## src/common/ctl_pkg.sv

```systemverilog
// constants for the serial control port and its configuration bank
package ctl_pkg;
  // link constants
  localparam logic [6:0] DEV_ADDR_LO = 7'h40;
  localparam logic [6:0] DEV_ADDR_HI = 7'h41;
  localparam logic DIR_WRITE = 1'h0;
  localparam logic DIR_READ = 1'h1;
  localparam logic [3:0] BITS_PER_BYTE = 4'h8;
  // register map
  localparam int NUM_REGS = 16;
  localparam logic [7:0] OFS_CLOCK_SOURCE_SELECT = 8'h01;
  localparam logic [7:0] OFS_POWER_CONTROL = 8'h02;
  localparam logic [7:0] OFS_AMPLIFIER_GAIN = 8'h07;
  localparam logic [7:0] OFS_SYNTH_MULTIPLIER_PREDIVIDE = 8'h08;
  localparam logic [7:0] OFS_SYNTH_FRACTION_HIGH_BYPASS = 8'h09;
  localparam logic [7:0] OFS_SYNTH_FRACTION_LOW = 8'h0a;
  localparam logic [7:0] REG_RESET = 8'h00;
  // field positions
  localparam int POS_SRC_LO = 4;
  localparam int POS_SYNTH_EN = 3;
  localparam int POS_P = 7;
  localparam int POS_BYPASS = 7;
  localparam int POS_AMP_DIGITAL = 5;
  localparam logic [5:0] GAIN_OFFSET_DB = 6'h07;
  // reference source codes
  localparam logic [1:0] SRC_MCLK = 2'h0;
  localparam logic [1:0] SRC_BCLK = 2'h1;
  localparam logic [1:0] SRC_SENSE = 2'h2;
  localparam logic [1:0] SRC_OSC = 2'h3;
endpackage : ctl_pkg

```

## src/verilog/cfg_bank.sv

```systemverilog
// configuration register bank with decoded synthesizer and gain fields
`timescale 1ns/100ps
module cfg_bank (
  input wire logic clk_sys,
  input wire logic rst_n,
  input wire logic wr_en,
  input wire logic [7:0] wr_addr,
  input wire logic [7:0] wr_data,
  input wire logic [7:0] rd_addr,
  output logic [7:0] rd_data,
  output logic synth_enable,
  output logic synth_bypass,
  output logic [3:0] synth_ref_clock_sel,
  output logic [6:0] synth_j,
  output logic [13:0] synth_d,
  output logic synth_p,
  output logic [4:0] amp_gain_code,
  output logic signed [5:0] amp_gain_db,
  output logic amp_src_digital
);
  logic [7:0] mem_r [ctl_pkg::NUM_REGS];
  logic [3:0] ref_sel_r;
  logic signed [5:0] gain_db_r;
  logic [1:0] src_code;

  // storage; addresses past the bank are dropped on write, read as zero
  always_ff @(posedge clk_sys or negedge rst_n) begin
    if (!rst_n) begin
      for (int i = 0; i < ctl_pkg::NUM_REGS; i++) begin
        mem_r[i] <= ctl_pkg::REG_RESET;
      end
    end else if (wr_en && wr_addr < 8'(ctl_pkg::NUM_REGS)) begin
      mem_r[wr_addr[3:0]] <= wr_data;
    end
  end

  assign rd_data = (rd_addr < 8'(ctl_pkg::NUM_REGS)) ?
                   mem_r[rd_addr[3:0]] : 8'h00;

  assign src_code = mem_r[ctl_pkg::OFS_CLOCK_SOURCE_SELECT[3:0]]
                    [ctl_pkg::POS_SRC_LO +: 2];

  // one-hot reference select: mclk, bit clock, sense clock, oscillator
  genvar g;
  generate
    for (g = 0; g < 4; g++) begin : g_ref
      always_ff @(posedge clk_sys or negedge rst_n) begin
        if (!rst_n) ref_sel_r[g] <= 1'h0;
        else ref_sel_r[g] <= (src_code == 2'(g));
      end
    end
  endgenerate

  // gain in dB kept registered so the amplifier sees a settled value
  always_ff @(posedge clk_sys or negedge rst_n) begin
    if (!rst_n) gain_db_r <= 6'sh00;
    else gain_db_r <= $signed({1'h0,
      mem_r[ctl_pkg::OFS_AMPLIFIER_GAIN[3:0]][4:0]})
      - $signed(ctl_pkg::GAIN_OFFSET_DB);
  end

  assign synth_ref_clock_sel = ref_sel_r;
  assign amp_gain_db = gain_db_r;
  assign synth_enable = mem_r[ctl_pkg::OFS_POWER_CONTROL[3:0]]
                        [ctl_pkg::POS_SYNTH_EN];
  assign synth_bypass = mem_r[ctl_pkg::OFS_SYNTH_FRACTION_HIGH_BYPASS[3:0]]
                        [ctl_pkg::POS_BYPASS];
  assign synth_j = mem_r[ctl_pkg::OFS_SYNTH_MULTIPLIER_PREDIVIDE[3:0]][6:0];
  assign synth_p = mem_r[ctl_pkg::OFS_SYNTH_MULTIPLIER_PREDIVIDE[3:0]]
                   [ctl_pkg::POS_P];
  // fraction joins the high six bits and the low byte
  assign synth_d = {mem_r[ctl_pkg::OFS_SYNTH_FRACTION_HIGH_BYPASS[3:0]][5:0],
                    mem_r[ctl_pkg::OFS_SYNTH_FRACTION_LOW[3:0]]};
  assign amp_gain_code = mem_r[ctl_pkg::OFS_AMPLIFIER_GAIN[3:0]][4:0];
  // a single select bit: exactly one source, never a sum
  assign amp_src_digital = mem_r[ctl_pkg::OFS_AMPLIFIER_GAIN[3:0]]
                           [ctl_pkg::POS_AMP_DIGITAL];

  property p_enable_follows_write;
    @(posedge clk_sys) disable iff (!rst_n)
    (wr_en && wr_addr == ctl_pkg::OFS_POWER_CONTROL)
      |=> synth_enable == $past(wr_data[3]);
  endproperty
  a_enable_follows_write: assert property (p_enable_follows_write)
    else $error("synth enable does not follow power write");

  property p_osc_select;
    @(posedge clk_sys) disable iff (!rst_n)
    (wr_en && wr_addr == ctl_pkg::OFS_CLOCK_SOURCE_SELECT
     && wr_data[5:4] == ctl_pkg::SRC_OSC) |-> ##2 synth_ref_clock_sel == 4'h8;
  endproperty
  a_osc_select: assert property (p_osc_select)
    else $error("oscillator not selected as reference");
endmodule : cfg_bank

```

## src/verilog/ctl_port.sv

```systemverilog
// serial control slave with auto-incrementing register access
`timescale 1ns/100ps
module ctl_port (
  input wire logic clk_sys,
  input wire logic rst_n,
  input wire logic scl_in,
  input wire logic sda_in,
  output logic sda_out,
  output logic sda_oe,
  input wire logic addr_sel,
  output logic synth_enable,
  output logic synth_bypass,
  output logic [3:0] synth_ref_clock_sel,
  output logic [6:0] synth_j,
  output logic [13:0] synth_d,
  output logic synth_p,
  output logic [4:0] amp_gain_code,
  output logic signed [5:0] amp_gain_db,
  output logic amp_src_digital
);
  typedef enum logic [2:0] {
    ST_IDLE, ST_ADDR, ST_ACK, ST_WR, ST_RD, ST_RACK, ST_IGNORE
  } port_state_t;

  port_state_t state_r;
  logic [1:0] scl_sync_r;
  logic [1:0] sda_sync_r;
  logic [1:0] sel_sync_r;
  logic scl_d_r;
  logic sda_d_r;
  logic [3:0] cnt_r;
  logic [7:0] shift_r;
  logic [7:0] tx_r;
  logic [7:0] ptr_r;
  logic rw_r;
  logic got_reg_r;
  logic nack_r;
  logic oe_r;
  logic out_r;
  logic wr_en_r;
  logic [7:0] wr_addr_r;
  logic [7:0] wr_data_r;
  logic [7:0] rd_data;
  logic scl_s;
  logic sda_s;
  logic scl_rise;
  logic scl_fall;
  logic start_det;
  logic stop_det;
  logic byte_done;
  logic [6:0] own_addr;

  // two-stage synchronisers on the pins; stage one feeds stage two only
  always_ff @(posedge clk_sys or negedge rst_n) begin
    if (!rst_n) begin
      scl_sync_r <= 2'h3;
      sda_sync_r <= 2'h3;
      sel_sync_r <= 2'h0;
    end else begin
      scl_sync_r <= {scl_sync_r[0], scl_in};
      sda_sync_r <= {sda_sync_r[0], sda_in};
      sel_sync_r <= {sel_sync_r[0], addr_sel};
    end
  end

  assign scl_s = scl_sync_r[1];
  assign sda_s = sda_sync_r[1];

  // delayed copies for edge detection, taken from the settled stage
  always_ff @(posedge clk_sys or negedge rst_n) begin
    if (!rst_n) begin
      scl_d_r <= 1'h1;
      sda_d_r <= 1'h1;
    end else begin
      scl_d_r <= scl_s;
      sda_d_r <= sda_s;
    end
  end

  assign scl_rise = scl_s && !scl_d_r;
  assign scl_fall = !scl_s && scl_d_r;
  // sda moving while scl high marks start or stop
  assign start_det = scl_s && scl_d_r && !sda_s && sda_d_r;
  assign stop_det = scl_s && scl_d_r && sda_s && !sda_d_r;
  assign byte_done = scl_fall && cnt_r == ctl_pkg::BITS_PER_BYTE;
  // address pin is a strap but sampled live so it may be rewired
  assign own_addr = sel_sync_r[1] ? ctl_pkg::DEV_ADDR_HI :
                    ctl_pkg::DEV_ADDR_LO;

  // bit counter: data rises only; counting the acknowledge clock would
  // close the following byte one bit early
  always_ff @(posedge clk_sys or negedge rst_n) begin
    if (!rst_n) cnt_r <= 4'h0;
    else if (start_det || stop_det) cnt_r <= 4'h0;
    else if (scl_fall && cnt_r == ctl_pkg::BITS_PER_BYTE) cnt_r <= 4'h0;
    else if (scl_rise && state_r != ST_ACK && state_r != ST_RACK) begin
      cnt_r <= cnt_r + 4'h1;
    end
  end

  // receive shifter, msb arrives first
  always_ff @(posedge clk_sys or negedge rst_n) begin
    if (!rst_n) shift_r <= 8'h00;
    else if (scl_rise) shift_r <= {shift_r[6:0], sda_s};
  end

  // master answer to each read byte: high means not-acknowledge
  always_ff @(posedge clk_sys or negedge rst_n) begin
    if (!rst_n) nack_r <= 1'h0;
    else if (state_r == ST_RACK && scl_rise) nack_r <= sda_s;
  end

  // main sequencer; start wins over every state, stop returns to idle
  always_ff @(posedge clk_sys or negedge rst_n) begin
    if (!rst_n) begin
      state_r <= ST_IDLE;
      rw_r <= ctl_pkg::DIR_WRITE;
      got_reg_r <= 1'h0;
    end else if (start_det) begin
      state_r <= ST_ADDR;
      got_reg_r <= 1'h0;
    end else if (stop_det) begin
      state_r <= ST_IDLE;
    end else begin
      unique case (state_r)
        ST_IDLE: state_r <= ST_IDLE;
        ST_ADDR: begin
          if (byte_done) begin
            if (shift_r[7:1] == own_addr) begin
              state_r <= ST_ACK;
              rw_r <= shift_r[0];
            end else begin
              state_r <= ST_IGNORE;
            end
          end
        end
        ST_ACK: begin
          if (scl_fall) begin
            state_r <= (rw_r == ctl_pkg::DIR_READ) ? ST_RD : ST_WR;
          end
        end
        ST_WR: begin
          if (byte_done) begin
            state_r <= ST_ACK;
            got_reg_r <= 1'h1;
          end
        end
        ST_RD: if (byte_done) state_r <= ST_RACK;
        ST_RACK: begin
          if (scl_fall) state_r <= nack_r ? ST_IGNORE : ST_RD;
        end
        ST_IGNORE: state_r <= ST_IGNORE;
      endcase
    end
  end

  // register pointer and transmit byte; pointer loads from the first written byte, then steps once per data byte
  always_ff @(posedge clk_sys or negedge rst_n) begin
    if (!rst_n) begin
      ptr_r <= 8'h00;
      tx_r <= 8'h00;
    end else if (!start_det && !stop_det) begin
      if (state_r == ST_WR && byte_done) begin
        ptr_r <= got_reg_r ? ptr_r + 8'h01 : shift_r;
      end else if (scl_fall && ((state_r == ST_ACK && rw_r)
                 || (state_r == ST_RACK && !nack_r))) begin
        tx_r <= rd_data;
        ptr_r <= ptr_r + 8'h01;
      end else if (state_r == ST_RD && scl_fall) begin
        tx_r <= {tx_r[6:0], 1'h0};
      end
    end
  end

  // data writes land one cycle after the data byte completes
  always_ff @(posedge clk_sys or negedge rst_n) begin
    if (!rst_n) begin
      wr_en_r <= 1'h0;
      wr_addr_r <= 8'h00;
      wr_data_r <= 8'h00;
    end else begin
      wr_en_r <= state_r == ST_WR && byte_done && got_reg_r
                 && !start_det && !stop_det;
      wr_addr_r <= ptr_r;
      wr_data_r <= shift_r;
    end
  end

  // data line drive; changes only after scl falls, so it settles while
  // scl is low; the synchroniser lag is far below the low period
  always_ff @(posedge clk_sys or negedge rst_n) begin
    if (!rst_n) begin
      oe_r <= 1'h0;
    end else if (start_det || stop_det) begin
      oe_r <= 1'h0;
    end else if (scl_fall) begin
      unique case (state_r)
        ST_ADDR: oe_r <= byte_done && shift_r[7:1] == own_addr;
        ST_WR: oe_r <= byte_done;
        ST_ACK: oe_r <= rw_r && !rd_data[7];
        ST_RD: oe_r <= byte_done ? 1'h0 : !tx_r[6];
        ST_RACK: oe_r <= !nack_r && !rd_data[7];
        default: oe_r <= 1'h0;
      endcase
    end
  end

  // open-drain: the driven level is always low
  always_ff @(posedge clk_sys or negedge rst_n) begin
    if (!rst_n) out_r <= 1'h0;
    else out_r <= 1'h0;
  end

  assign sda_oe = oe_r;
  assign sda_out = out_r;

  cfg_bank u_bank (
    .clk_sys(clk_sys),
    .rst_n(rst_n),
    .wr_en(wr_en_r),
    .wr_addr(wr_addr_r),
    .wr_data(wr_data_r),
    .rd_addr(ptr_r),
    .rd_data(rd_data),
    .synth_enable(synth_enable),
    .synth_bypass(synth_bypass),
    .synth_ref_clock_sel(synth_ref_clock_sel),
    .synth_j(synth_j),
    .synth_d(synth_d),
    .synth_p(synth_p),
    .amp_gain_code(amp_gain_code),
    .amp_gain_db(amp_gain_db),
    .amp_src_digital(amp_src_digital)
  );

  property p_ack_own_addr;
    @(posedge clk_sys) disable iff (!rst_n)
    (state_r == ST_ADDR && byte_done && !start_det && !stop_det
     && shift_r[7:1] == own_addr) |=> sda_oe && state_r == ST_ACK;
  endproperty
  a_ack_own_addr: assert property (p_ack_own_addr)
    else $error("own address not acknowledged");

  property p_low_read_addr;
    @(posedge clk_sys) disable iff (!rst_n)
    (state_r == ST_ADDR && byte_done && !start_det && !stop_det
     && shift_r == 8'h81 && !sel_sync_r[1]) |=> rw_r && sda_oe;
  endproperty
  a_low_read_addr: assert property (p_low_read_addr)
    else $error("read byte 0x81 not taken with select low");

  property p_high_write_addr;
    @(posedge clk_sys) disable iff (!rst_n)
    (state_r == ST_ADDR && byte_done && !start_det && !stop_det
     && shift_r == 8'h82 && sel_sync_r[1]) |=> !rw_r && sda_oe;
  endproperty
  a_high_write_addr: assert property (p_high_write_addr)
    else $error("write byte 0x82 not taken with select high");

  property p_ignore_other;
    @(posedge clk_sys) disable iff (!rst_n)
    (state_r == ST_ADDR && byte_done && !start_det && !stop_det
     && shift_r[7:1] != own_addr) |=> !sda_oe [*2];
  endproperty
  a_ignore_other: assert property (p_ignore_other)
    else $error("data line driven for foreign address");

  property p_ack_write_byte;
    @(posedge clk_sys) disable iff (!rst_n)
    (state_r == ST_WR && byte_done && !start_det && !stop_det)
      |=> sda_oe && state_r == ST_ACK;
  endproperty
  a_ack_write_byte: assert property (p_ack_write_byte)
    else $error("written byte not acknowledged");

  property p_stop_releases;
    @(posedge clk_sys) disable iff (!rst_n)
    stop_det && !start_det |=> state_r == ST_IDLE && !sda_oe;
  endproperty
  a_stop_releases: assert property (p_stop_releases)
    else $error("stop did not release the line");

  property p_first_bit_msb;
    @(posedge clk_sys) disable iff (!rst_n)
    (state_r == ST_ACK && rw_r && scl_fall && !start_det && !stop_det)
      |=> sda_oe == !$past(rd_data[7]) && tx_r == $past(rd_data);
  endproperty
  a_first_bit_msb: assert property (p_first_bit_msb)
    else $error("read byte msb not presented first");

  property p_nack_releases;
    @(posedge clk_sys) disable iff (!rst_n)
    (state_r == ST_RACK && scl_fall && nack_r && !start_det && !stop_det)
      |=> !sda_oe && state_r == ST_IGNORE;
  endproperty
  a_nack_releases: assert property (p_nack_releases)
    else $error("device kept sending after not-acknowledge");

  property p_ptr_advance;
    @(posedge clk_sys) disable iff (!rst_n)
    (state_r == ST_WR && byte_done && got_reg_r && !start_det && !stop_det)
      |=> ptr_r == 8'($past(ptr_r) + 8'h01) && wr_en_r
          && wr_addr_r == $past(ptr_r);
  endproperty
  a_ptr_advance: assert property (p_ptr_advance)
    else $error("pointer did not advance after data byte");
endmodule : ctl_port
```

## config.mk

```make
export PLATFORM = sky130hd
export DESIGN_NAME = ctl_port
export DESIGN_NICKNAME = d
export VERILOG_FILES = /design/src/common/ctl_pkg.sv /design/src/verilog/cfg_bank.sv /design/src/verilog/ctl_port.sv
export SDC_FILE = /design/constraint.sdc
export NUM_CORES = 1
export LEC_CHECK = 0
export BUFFER_PORTS_ARGS = -buffer_cell sky130_fd_sc_hd__buf_4
export CAP_MARGIN = 20
export CORE_MARGIN = 2
export CORE_UTILIZATION = 55
export CTS_BUF_LIST = sky130_fd_sc_hd__clkbuf_16
export DETAILED_ROUTE_END_ITERATION = 12
export GPL_TIMING_DRIVEN = 1
export PLACE_DENSITY = 0.73
export SLEW_MARGIN = 10
export SYNTH_ARGS = -nofsm -noshare
export SYNTH_HDL_FRONTEND = slang
export SYNTH_HIERARCHICAL = 1
export SYNTH_SLANG_ARGS = --single-unit
```

## constraint.sdc

```tcl
create_clock -name clk_sys -period 5.34 [get_ports clk_sys]
set_input_delay 1.602 -clock clk_sys [delete_from_list [all_inputs] [get_ports clk_sys]]
set_output_delay 1.602 -clock clk_sys [all_outputs]
set_load 0.05 [all_outputs]
```

==> results of run 1 <==
## flip-flops by register name, indices dropped and copies added (netlist names), 2 cells and up
signal,cells
shift_r,8
tx_r,7
u_bank/synth_d,14
state_r,3
ptr_r,8
sel_sync_r,2
u_bank/amp_gain_code,5
cnt_r,4
sda_sync_r,2
u_bank/amp_gain_db,6
u_bank/mem_r,98
wr_addr_r,8
wr_data_r,8
u_bank/synth_ref_clock_sel,4
scl_sync_r,2
u_bank/synth_j,7
## cell usage after synthesis, drive strengths merged (6+ instances only)
master and count:
dfrtp 191, mux2 142, buf 41, mux2i 27, clkbuf 25, mux4 25, nand2 25, nand3 17
a22oi 14, o21ai 14, nor3 12, nor2 10, inv 9, and3 8, nand2b 8, nor2b 8
o211ai 8, a21oi 6, dfstp 6, or3 6, xor2 6
## cell families (layout without fill, tap and decap cells)
family          after synthesis  after routing
fa+ha+maj                     4              4
mux                         194            194
compound gates               69             69
other cells                   1              1
buf+inv                      75             92
simple gates                127            127
flops                       197            197
xor+xnor                      8              8
## stage by stage
step	instances	hold WS (ns)	setup slack, ns
6_report	912	0.356	2.59
5_1_grt	912	0.362	2.50
4_1_cts	912	0.358	2.58
3_5_place_dp	880	0.345	2.55
3_3_place_gp	880	0.333	2.59
2_1_floorplan	675	0.331	2.98
## layout make-up
cell class                      count  share of cell area [%]
Timing Repair Buffer               51                    3.96
Tap cell                          220                    2.72
Clock buffer                       17                    4.20
Sequential cell                   197                    48.7
Inverter                            9                   0.333
Multi-Input combinational cell    403                    38.3
Clock inverter                     15                    1.77
## power by group
part / total, uW / leakage [uW] / switching (uW) / internal (uW)
Combinational: 623 / 0.00193 / 332 / 290
Sequential: 1910 / 0.00265 / 315 / 1590
Clock: 1310 / 0.000288 / 566 / 741
## path summary, 6_finish.rpt
check,startpoint,to,slack (ns),cells past startpoint
hold / removal,sda_sync_r[0]$_DFF_PN1_,sda_sync_r[1]$_DFF_PN1_,0.36,0
max in group asynchronous,rst_n,scl_d_r$_DFF_PN1_,2.99,2
min in group asynchronous,rst_n,u_bank/synth_ref_clock_sel[1]$_DFF_PN0_,1.27,1
setup reg to reg,ptr_r[0]$_DFFE_PN0P_,sda_oe$_DFFE_PN0P_,2.73,7
hold reg to reg,sda_sync_r[0]$_DFF_PN1_,sda_sync_r[1]$_DFF_PN1_,0.36,0
setup / recovery,u_bank/amp_gain_code[0]$_DFFE_PN0P_,amp_gain_code[0],2.59,1
## layer usage
metal / wire, microns / GRT usage, % / vias to the layer above / part of all wire [%]
met4: 447 / 8.57 / 0 / 2.2
met1: 8980 / 34.0 / 2938 / 45
li1: - / - / 2473 / -
met2: 9630 / 37.8 / 169 / 48
met3: 937 / 4.45 / 33 / 4.7
met5: 0 / 0 / - / 0
==> run summary, run 1 <==
In the routed design, unresolved DRC markers number 0. Detailed routing inserted a total of between 5000 and 6000 vias. Data arrives at the worst endpoint at ~1.2 ns. The post-synth net total is ~680. The total number of H-tree levels is 4. sky130_fd_sc_hd__dfrtp_1 takes more of the synthesized area than any other cell. For this design, the CTS-stage hold fixing added 0 buffers. The maximum vdd drop is about 0.22 mV. The synthesized netlist devotes less than 1% of its cell area to adder and majority cells. The via count of the first global-routing pass came to 5829. The post-route netlist has between 30 and 40% of its cells at a drive strength greater than 1. The proportion of synthesized flip-flops having asynchronous set or reset came out at 100%. In the synthesized netlist, the number of instances is 675. The mean instance size in the synthesized netlist came out at 13.7 sq um.

The worst setup path is captured at a primary output. The die area is 0.0179 sq mm. The clock input transition at the sequential cells of the worst setup and hold paths came out at 0.07 ns. In this design, the stage delay of the slowest critical-path cell is 0.47 ns. The clock latency of the later-clocked register in the worst-skew pair came out at around 0.43 ns. The highest achievable clock rate is 363 MHz. Using the TritonRoute via totals, the vias-per-cell ratio works out to slightly above 6. Headroom to the max-slew limit came out at about a third. The core region is 0.0165 sq mm.

The slowest stage of the critical path belongs to the cell sky130_fd_sc_hd__dfrtp_1. The top cell types in the final layout, fill and taps aside, are sky130_fd_sc_hd__dfrtp_1 (190), sky130_fd_sc_hd__mux2_2 (114), sky130_fd_sc_hd__buf_4 (49), sky130_fd_sc_hd__mux2i_1 (27). The portion of synthesized area spent on multiplexers is a little over a quarter. The residual antenna-violating net count after detailed routing came out at 0. The actual slew at the worst max-slew pin came out at between 0.9 and 1 ns. Relative to the synthesized area, the layout overhead comes to 9.64%. The global routing usage summed across all routing layers is between 20% and 30%. The final design utilization is roughly 60%.

After synthesis, the largest family of logic cells by area is multiplexers. The floorplan step set the die width to about 130 microns. The number of buffers inserted during clock tree synthesis came out at 17.

The peak fanout along the critical path came out at 6. The layout net count came out at 688. The path class of the tightest hold or removal check is flip-flop to flip-flop. The critical path is of the flip-flop to primary output type. The synthesized-area fraction occupied by ao, oa, aoi and oai cells came out at ~5.3%. The final critical path time including I/O delays and setup came out at ~2.8 ns. The areal power density over the cells came out at around 380 mW/mm^2. Once layout is done, the placed cells without fillers occupy about 0.010 sq mm.

The fraction of post-synthesis cell area in the top cell type by area is between 50% and 60%. For this run, the register share of the synthesized area comes to a little over half. In the final layout, the multi-input gates occupy between 0.003 and 0.004 sq mm. Among cell families on the critical path, the largest total delay comes from flip-flops. The tree is rooted in a sky130_fd_sc_hd__clkbuf_16. The total area of sequential cells is around 0.005 sq mm. The row count is between 40 and 50. The average wire per cell in the routed design is around 22 microns. The simple-gate portion of the synthesized area came out at 8.29%. The post-CTS setup repair buffer count came out at 0. The final count of negative-setup-slack endpoints came out at 0. The number of different library cells used by synthesis comes to 64.

The repair_antennas step left the layout with diodes totalling 0. The placer congestion estimate is between 0.8 and 0.9. The number of synthesized register bits came out at between 150 and 200. The number of warning messages in the yosys log is 6. The final cycle utilization of the critical path is approximately half. The sum of negative setup slack is 0 ns. The number of pins exceeding their max-slew limit in the final report is 0. The max-cap check violation count is 0. The count of cells resized by post-cts repair is 0. The flow ran to the end, and the final reports show no timing, DRC or antenna violations. The DRC violation total after the first TritonRoute iteration came out at 572. The leakage power of the design came out at a little under 0.005 uW. The final-layout fill cell count is 1269. The total I/O pin count is between 40 and 50. Measured along the y axis, the die boundary spans around 130 microns. The global-route wire length before repair came out at 32.6 mm.

In this run the cell area measured after placement is 0.00953 sq mm. The type of element launching the critical path is a flip-flop. In this run, synthesis inferred 0 flip-flops with an integrated enable.

The number of buffer and inverter instances along the worst setup path came out at 1. By area the synthesized netlist is led by sky130_fd_sc_hd__dfrtp_1 (52%), sky130_fd_sc_hd__mux2_2 (14%), sky130_fd_sc_hd__mux4_2 (6.1%). The data required time of the critical path came out at roughly 3.7 ns. Setup repair after global routing left no endpoint under its margin. The total wire length after detailed routing came out at between 15 and 20 mm. The number of antenna violations at the first check in global routing came out at 0. The sum of net half-perimeters after detailed placement is roughly 13 mm.

The clock net in this run drives a total of 197 sinks. The library cell used most frequently in the layout, excluding fill and tap cells, is sky130_fd_sc_hd__dfrtp_1. The initial core utilization is ~56%. TritonCTS built the clock tree. The post-synthesis share of cell area spent on xor and xnor gates is less than 1%. The summed instance area of the synthesized netlist is a little over 0.009 sq mm. The total overflow left after global routing is 0. The critical path goes through buf_4. The most used flip-flop cell after synthesis is sky130_fd_sc_hd__dfrtp_1.

The largest net degree at the start of global routing came out at between 100 and 150. The number of endpoints with negative hold slack in the final report was 0. The longest clock path from root to sink contains 2 buffers. During placement, the flow inserted port buffers numbering 45. The first-pass detailed-route iteration total is 5. The clock tree skew after final layout is 0.00843 ns. Summing internal, switching and leakage power gives 3830 uW.
Note: power is estimated with default switching activity, not from simulation.
==> inputs of run 2 (changes only) <==
- PLACE_DENSITY: 0.73 -> 0.76
- clock period: 5.34 -> 2.3 ns (I/O delays scaled with it)
==> run summary, run 2 (synthesis results as in run 1) <==
The post-synthesis to final-layout area growth was 12.0% (was 9.64%). The final count of negative-setup-slack endpoints came to 0 (unchanged). The areal power density over the cells is 857 mW/mm^2 (was 378 mW/mm^2).

The final critical path time including I/O delays and setup came out at 2.21 ns. The number of sinks on the clock net came to 197 (unchanged). The switching power is 2870 uW (was 1210 uW). The placer congestion estimate came out at 0.864 (was 0.829). The row count was 47 (unchanged). The number of buffer and inverter instances along the worst setup path came out at 2 (was 1). The number of flip-flops in the largest register came out at 98 (unchanged).

The peak fanout along the critical path was 8 (was 6). The relative contribution of the clock network to total power is 31.6% (was 34.1%). The number of pins exceeding their max-slew limit in the final report is 0 (unchanged). The final cycle utilization of the critical path came out at between 90% and 100%. The combinational share of power is 19.6% (was 16.2%).

The number of remaining DRC errors is 0 (unchanged). The leakage power of the design came out at 0.00499 uW (was 0.00487 uW). The average wire per cell in the routed design is 21.8 microns (was 21.9 microns). The worst max-slew margin expressed relative to the limit is 51.2% (was 34.9%). The top cell family by delay on the critical path is simple AND/OR/NAND/NOR gates (was flip-flops).

The final design utilization came out at 62.6% (was 61.3%). The floorplan die width came out at 134 microns (unchanged). The total number of H-tree levels came out at 4 (unchanged). Run status: finished clean (unchanged). The core footprint came to 0.0165 sq mm (unchanged). The worst-path cell with the longest stage delay is sky130_fd_sc_hd__or3_1 (was sky130_fd_sc_hd__dfrtp_1). Worst-path cell chain: or3b_1 > or3_1 > buf_4 > nor3_4 > buf_12 > mux2_2 (was buf_4). The total power came to 8860 uW (was 3830 uW).

The total wire length after detailed routing came out at 20.5 mm (was 20.0 mm). The clock input transition at the sequential cells of the worst setup and hold paths is 0.07 ns (about the same). The fraction of final layout cells sized beyond drive strength 1 came to 40.1% (was 37.4%). The largest net degree at the start of global routing came out at 54 (was 119). The largest register by flop count is u_bank/mem_r (unchanged). The sum of net half-perimeters after detailed placement is 14.0 mm (was 13.1 mm). The largest buffer count on any clock path was 2 (unchanged).

The maximum vdd drop was 0.711 mV (was 0.223 mV). The type of element launching the critical path is a flip-flop (unchanged). The final antenna diode count is 0 (unchanged). The actual slew at the worst max-slew pin is 0.732 ns (was 0.977 ns). The highest achievable clock rate is around 450 MHz. The quantity of I/O buffers inserted on ports is 45 (unchanged). The worst setup slack after placement is -0.00914 ns (was 2.55 ns). Most frequent cells in the layout: sky130_fd_sc_hd__dfrtp_1 (190), sky130_fd_sc_hd__mux2_2 (114), sky130_fd_sc_hd__buf_4 (74), sky130_fd_sc_hd__mux2i_1 (27) (was sky130_fd_sc_hd__dfrtp_1 (190), sky130_fd_sc_hd__mux2_2 (114), sky130_fd_sc_hd__buf_4 (49), sky130_fd_sc_hd__mux2i_1 (27)).

The clock tree skew after final layout came out at 0.00642 ns (was 0.00843 ns). The height of the chip came to 134 microns (unchanged). The first-pass detailed-route iteration total is 8 (was 5). The design internal power is 5990 uW (was 2620 uW).

The critical path's largest stage delay came to 0.42 ns (was 0.47 ns). The DRC violation total after the first TritonRoute iteration came to 495 (was 572). The die area is 0.0179 sq mm (unchanged). The vias per cell is 6.08 (was 6.15).

The number of antenna violations at the first check in global routing is 0 (unchanged). The type of element capturing the critical path is a flip-flop (was primary output). The number of endpoints with negative hold slack in the final report is 0 (unchanged). The final setup slack of the worst path is 0.0888 ns (was 2.59 ns).

The max-cap check violation count came to 0 (unchanged). The total congestion overflow after global routing came out at 0 (unchanged). The hold slack came to 0.193 ns (was 0.356 ns).

The global-route wire length before repair is 33.3 mm (was 32.6 mm). The worst hold-check path type was input pin to asynchronous set/reset pin (was flip-flop to flip-flop). The global routing usage summed across all routing layers is 24.6% (was 24.1%).

The total I/O pin count came out at 47 (unchanged). The clock tree from TritonCTS is built (unchanged). The data arrival time of the critical path is 2.53 ns (was 1.15 ns). The cell chosen for the clock root is sky130_fd_sc_hd__clkbuf_16 (unchanged). The data required time of the critical path came out at 2.61 ns (was 3.74 ns). The routed via count is 5713 (was 5613). The share of total power consumed by net switching was 32.4% (was 31.7%). The relative contribution of sequential cells to total power came to 48.8% (was 49.7%). The kind of critical path is flip-flop to flip-flop (was flip-flop to primary output).

The cts-stage hold buffer count came out at 0 (unchanged). The via count of the first global-routing pass is 5907 (was 5829). The most frequent standard cell in the layout excluding fill and tap cells is sky130_fd_sc_hd__dfrtp_1 (unchanged). The residual antenna-violating net count after detailed routing is 0 (unchanged).

Setup repair after global routing missed its margin: no (unchanged). The initial core utilization is 55.9% (unchanged). The clock latency of the later-clocked register in the worst-skew pair is 0.43 ns (about the same). The layout net count came out at 716 (was 688). The number of buffers inserted during clock tree synthesis came out at 17 (unchanged).
==> run 2: cell types whose count changed in the layout (fill, tap and decap cells not counted), sizes merged <==
| cell | previous run | this run |
|---|---|---|
| bufinv | 3 | 1 |
| clkinvlp | 3 | 5 |
| buf | 50 | 78 |
==> run 2: cell type report <==
type                       count  area [sq um]
fill                        1207          6180
timing repair buffer          79           649
clock inverter                15           129
clock buffer                  17           425
tap                          220           275
multi-input combinational    403          3890
sequential                   197          4940
inverter                       9          33.8
==> run 2: metal layers <==
layer	global-route usage [%]	part of all wire (%)	up-vias	wire length, microns
li1	-	-	2524	-
met1	34.1	43	2967	8930
met2	39.3	49	182	9990
met3	4.45	5.1	40	1050
met4	9.34	2.7	0	562
met5	0	0	-	0
==> run 2: power groups by stage <==
stage	combinational, uW	sequential, uW	clock (uW)
2_1_floorplan	1350	4000	0
3_3_place_gp	1690	4340	0
3_5_place_dp	1730	4370	0
4_1_cts	1740	4310	2850
5_1_grt	1890	4390	3000
6_report	1730	4330	2800
==> run 2: final timing paths <==
path,startpoint,endpoint,slack (ns),depth (start not counted)
max,wr_addr_r[5]$_DFF_PN0_,u_bank/synth_j[6]$_DFFE_PN0P_,0.09,6
min,rst_n,u_bank/mem_r[36]$_DFFE_PN0P_,0.19,1
max reg2reg,wr_addr_r[5]$_DFF_PN0_,u_bank/synth_j[6]$_DFFE_PN0P_,0.09,6
min reg2reg,sel_sync_r[0]$_DFF_PN0_,sel_sync_r[1]$_DFF_PN0_,0.35,0
max in group asynchronous,rst_n,scl_sync_r[0]$_DFF_PN1_,1.34,2
min in group clk_sys,sel_sync_r[0]$_DFF_PN0_,sel_sync_r[1]$_DFF_PN0_,0.35,0
==> run 2: per-stage QoR <==
stage               instances  instance area, sq um  setup TNS, ns
floorplan                 675                  9240              0
global placement          907                  9770              0
detailed placement        907                  9770        -0.0139
CTS                       940                 10300              0
global route              940                 10300              0
finish                    940                 10300              0
==> run 2: repair_timing <==
action                     CTS  global route
gates resized for setup      0             3
setup endpoints to repair    1            18
buffers inserted             1             0
==> inputs of run 3 (changes only) <==
- CORE_UTILIZATION: 55 -> 45
- PLACE_DENSITY: 0.76 -> not set
==> run summary, run 3 (synthesis results as in run 1) <==
The kind of critical path was flip-flop to flip-flop (unchanged). The number of flip-flops in the largest register is 98 (unchanged). The floorplan die width came out at 147 microns (was 134 microns).

The number of buffers inserted during clock tree synthesis came out at 17 (unchanged). The average wire per cell in the routed design was 21.4 microns (was 21.8 microns). Run status: finished clean (unchanged).

The total wire length after detailed routing came out at 21.1 mm (was 20.5 mm). The number of remaining DRC errors is 0 (unchanged). The final-layout fill cell count came out at 1769 (was 1207).

The largest net degree at the start of global routing came to 58 (was 54). The type of element capturing the critical path is a flip-flop (unchanged). The final setup slack of the worst path came out at 0.133 ns (was 0.0888 ns).

The layout net count came out at 714 (was 716). Worst-path cell chain: or3b_1 > or3_4 > buf_4 > nor3_4 > buf_4 > mux2_2 (was or3b_1 > or3_1 > buf_4 > nor3_4 > buf_12 > mux2_2). The critical path's largest stage delay came out at 0.41 ns (was 0.42 ns). The peak fanout along the critical path came to 8 (unchanged). The launch point of the worst reg-to-reg path is wr_addr_r[5]$_DFF_PN0_ (unchanged). The final antenna diode count came out at 0 (unchanged). The clock input transition at the sequential cells of the worst setup and hold paths is 0.07 ns (about the same). The maximum vdd drop is 0.411 mV (was 0.711 mV). The endpoint of the worst-slack reg-to-reg timing path is u_bank/synth_j[1]$_DFFE_PN0P_ (was u_bank/synth_j[6]$_DFFE_PN0P_). The total number of H-tree levels came to 4 (unchanged). The first-pass detailed-route iteration total is 5 (was 8). The total congestion overflow after global routing came out at 0 (unchanged).

The number of endpoints with negative hold slack in the final report is 0 (unchanged). The worst-path cell with the longest stage delay was sky130_fd_sc_hd__or3b_1 (was sky130_fd_sc_hd__or3_1). The DRC violation total after the first TritonRoute iteration is 338 (was 495).

The die area is 0.0217 sq mm (was 0.0179 sq mm). The worst max-slew margin expressed relative to the limit is 49.8% (was 51.2%). The clock tree skew after final layout is 0.0102 ns (was 0.00642 ns). The placed standard-cell area came to 0.00985 sq mm (was 0.00977 sq mm). The height of the chip was 147 microns (was 134 microns).

The worst hold-check path type is input pin to asynchronous set/reset pin (unchanged). The largest register by flop count is u_bank/mem_r (unchanged). The core footprint was 0.0202 sq mm (was 0.0165 sq mm).

The final cell area excluding filler cells is 0.0104 sq mm (was 0.0103 sq mm). The number of pins exceeding their max-slew limit in the final report is 0 (unchanged). The leakage power of the design is 0.00502 uW (was 0.00499 uW). The data arrival time of the critical path is 2.48 ns (was 2.53 ns). The cell type with the highest occurrence count on the critical path is sky130_fd_sc_hd__buf_4. The max-cap check violation count was 0 (unchanged). The global routing usage summed across all routing layers is 20.5% (was 24.6%). The number of sinks on the clock net is 197 (unchanged).

The post-synthesis to final-layout area growth came out at 12.8% (was 12.0%). The residual antenna-violating net count after detailed routing came to 0 (unchanged). The fraction of final layout cells sized beyond drive strength 1 came out at 39.4% (was 40.1%). The data required time of the critical path is 2.61 ns (about the same). The largest buffer count on any clock path is 2 (unchanged). The sum of net half-perimeters after detailed placement came out at 14.2 mm (was 14.0 mm).

The final cycle utilization of the critical path is 94.2% (was 96.1%). The via count of the first global-routing pass was 5954 (was 5907). The register-to-register setup slack is 0.13 ns (was 0.09 ns). The initial core utilization is 45.8% (was 55.9%). The vias per cell is 5.73 (was 6.08). The actual slew at the worst max-slew pin came to 0.753 ns (was 0.732 ns).

The cell chosen for the clock root is sky130_fd_sc_hd__clkbuf_16 (unchanged). The type of element launching the critical path is a flip-flop (unchanged). The final critical path time including I/O delays and setup was 2.17 ns (was 2.21 ns). Most frequent cells in the layout: sky130_fd_sc_hd__dfrtp_1 (190), sky130_fd_sc_hd__mux2_2 (114), sky130_fd_sc_hd__buf_4 (69), sky130_fd_sc_hd__mux2i_1 (27) (was sky130_fd_sc_hd__dfrtp_1 (190), sky130_fd_sc_hd__mux2_2 (114), sky130_fd_sc_hd__buf_4 (74), sky130_fd_sc_hd__mux2i_1 (27)).

The most frequent standard cell in the layout excluding fill and tap cells was sky130_fd_sc_hd__dfrtp_1 (unchanged). The length in cells of the worst reg-to-reg path came out at 6 (unchanged). The global-route wire length before repair came out at 33.7 mm (was 33.3 mm). The worst setup slack after placement was -0.0354 ns (was -0.00914 ns). The final count of negative-setup-slack endpoints is 0 (unchanged).

The cts-stage hold buffer count came out at 0 (unchanged). The quantity of I/O buffers inserted on ports came to 45 (unchanged). The areal power density over the cells came to 855 mW/mm^2 (was 857 mW/mm^2). The routed via count came out at 5647 (was 5713).

The highest achievable clock rate is 461 MHz (was 452 MHz). The clock latency of the later-clocked register in the worst-skew pair is 0.43 ns (about the same). The hold slack came out at 0.187 ns (was 0.193 ns). The number of antenna violations at the first check in global routing is 0 (unchanged). The clock tree from TritonCTS is built (unchanged). The total I/O pin count is 47 (unchanged). The placer congestion estimate came to 0.798 (was 0.864). Setup repair after global routing missed its margin: no (unchanged). The row count is 52 (was 47).
-- run 3: changes by cell type in the layout (fill, tap and decap cells not counted), moves of 2 or more --
cell / before / now
sky130_fd_sc_hd__buf_4: 74 / 69
sky130_fd_sc_hd__clkinv_4: 1 / 3
sky130_fd_sc_hd__buf_12: 4 / 7
sky130_fd_sc_hd__inv_1: 8 / 12
sky130_fd_sc_hd__clkinvlp_4: 5 / 1
sky130_fd_sc_hd__inv_6: 4 / 0
-- run 3: area by class of cell --
type	instances	area [sq um]	share of cell area [%]
multi-input combinational	403	3890	37.4
clock buffer	17	425	4.08
timing repair buffer	77	672	6.45
clock inverter	13	123	1.18
inverter	9	33.8	0.324
tap	270	338	3.24
sequential	197	4940	47.4
-- run 3: timing repair --
action | CTS | global route
buffers inserted | 1 | 0
resized for setup | 1 | 2
endpoints found under the setup margin | 10 | 11
pin swaps | 0 | 0
cloned | 0 | 0
-- run 3: worst max-delay path: cells and delay by family (launching register included) --
kind	cells	cell delay (ns)
buf+inv	2	0.38
flops	1	0.38
simple gates	3	0.93
mux	1	0.35
-- run 3: layer usage --
layer | global-route usage [%] | routed length, microns | share of wire [%] | vias up
met5 | 0 | 0 | 0 | -
met4 | 6.78 | 515 | 2.4 | 0
met3 | 4.88 | 1020 | 4.8 | 33
met2 | 31.7 | 10100 | 48 | 139
met1 | 28.6 | 9450 | 45 | 2958
li1 | - | - | - | 2517
-- run 3: how the worst max path moves through the flow --
| stage | startpoint | end | cells past startpoint |
|---|---|---|---|
| after floorplan | ptr_r[0]$_DFFE_PN0P_ | sda_oe$_DFFE_PN0P_ | 7 |
| after global placement | wr_addr_r[5]$_DFF_PN0_ | u_bank/mem_r[121]$_DFFE_PN0P_ | 5 |
| after detailed placement | wr_addr_r[5]$_DFF_PN0_ | u_bank/mem_r[124]$_DFFE_PN0P_ | 5 |
| after CTS | wr_addr_r[5]$_DFF_PN0_ | u_bank/mem_r[83]$_DFFE_PN0P_ | 4 |
| after global routing | ptr_r[7]$_DFFE_PN0P_ | sda_oe$_DFFE_PN0P_ | 7 |
| final | wr_addr_r[5]$_DFF_PN0_ | u_bank/synth_j[1]$_DFFE_PN0P_ | 6 |
-- run 3: stage by stage --
stage	power, uW	setup TNS [ns]	utilization (%)	instances
3_5_place_dp	6150	-0.239	48.9	955
5_1_grt	9340	0	51.7	986
6_report	8910	0	51.7	986
3_3_place_gp	6070	-0.185	48.9	955
4_1_cts	8980	0	51.6	986
2_1_floorplan	5360	0	-	675
-- run 3: where the power goes --
group | leakage (uW) | internal, uW | switching [uW]
registers | 0.00265 | 3690 | 672
clock network | 0.000281 | 1570 | 1260
logic | 0.00208 | 810 | 910
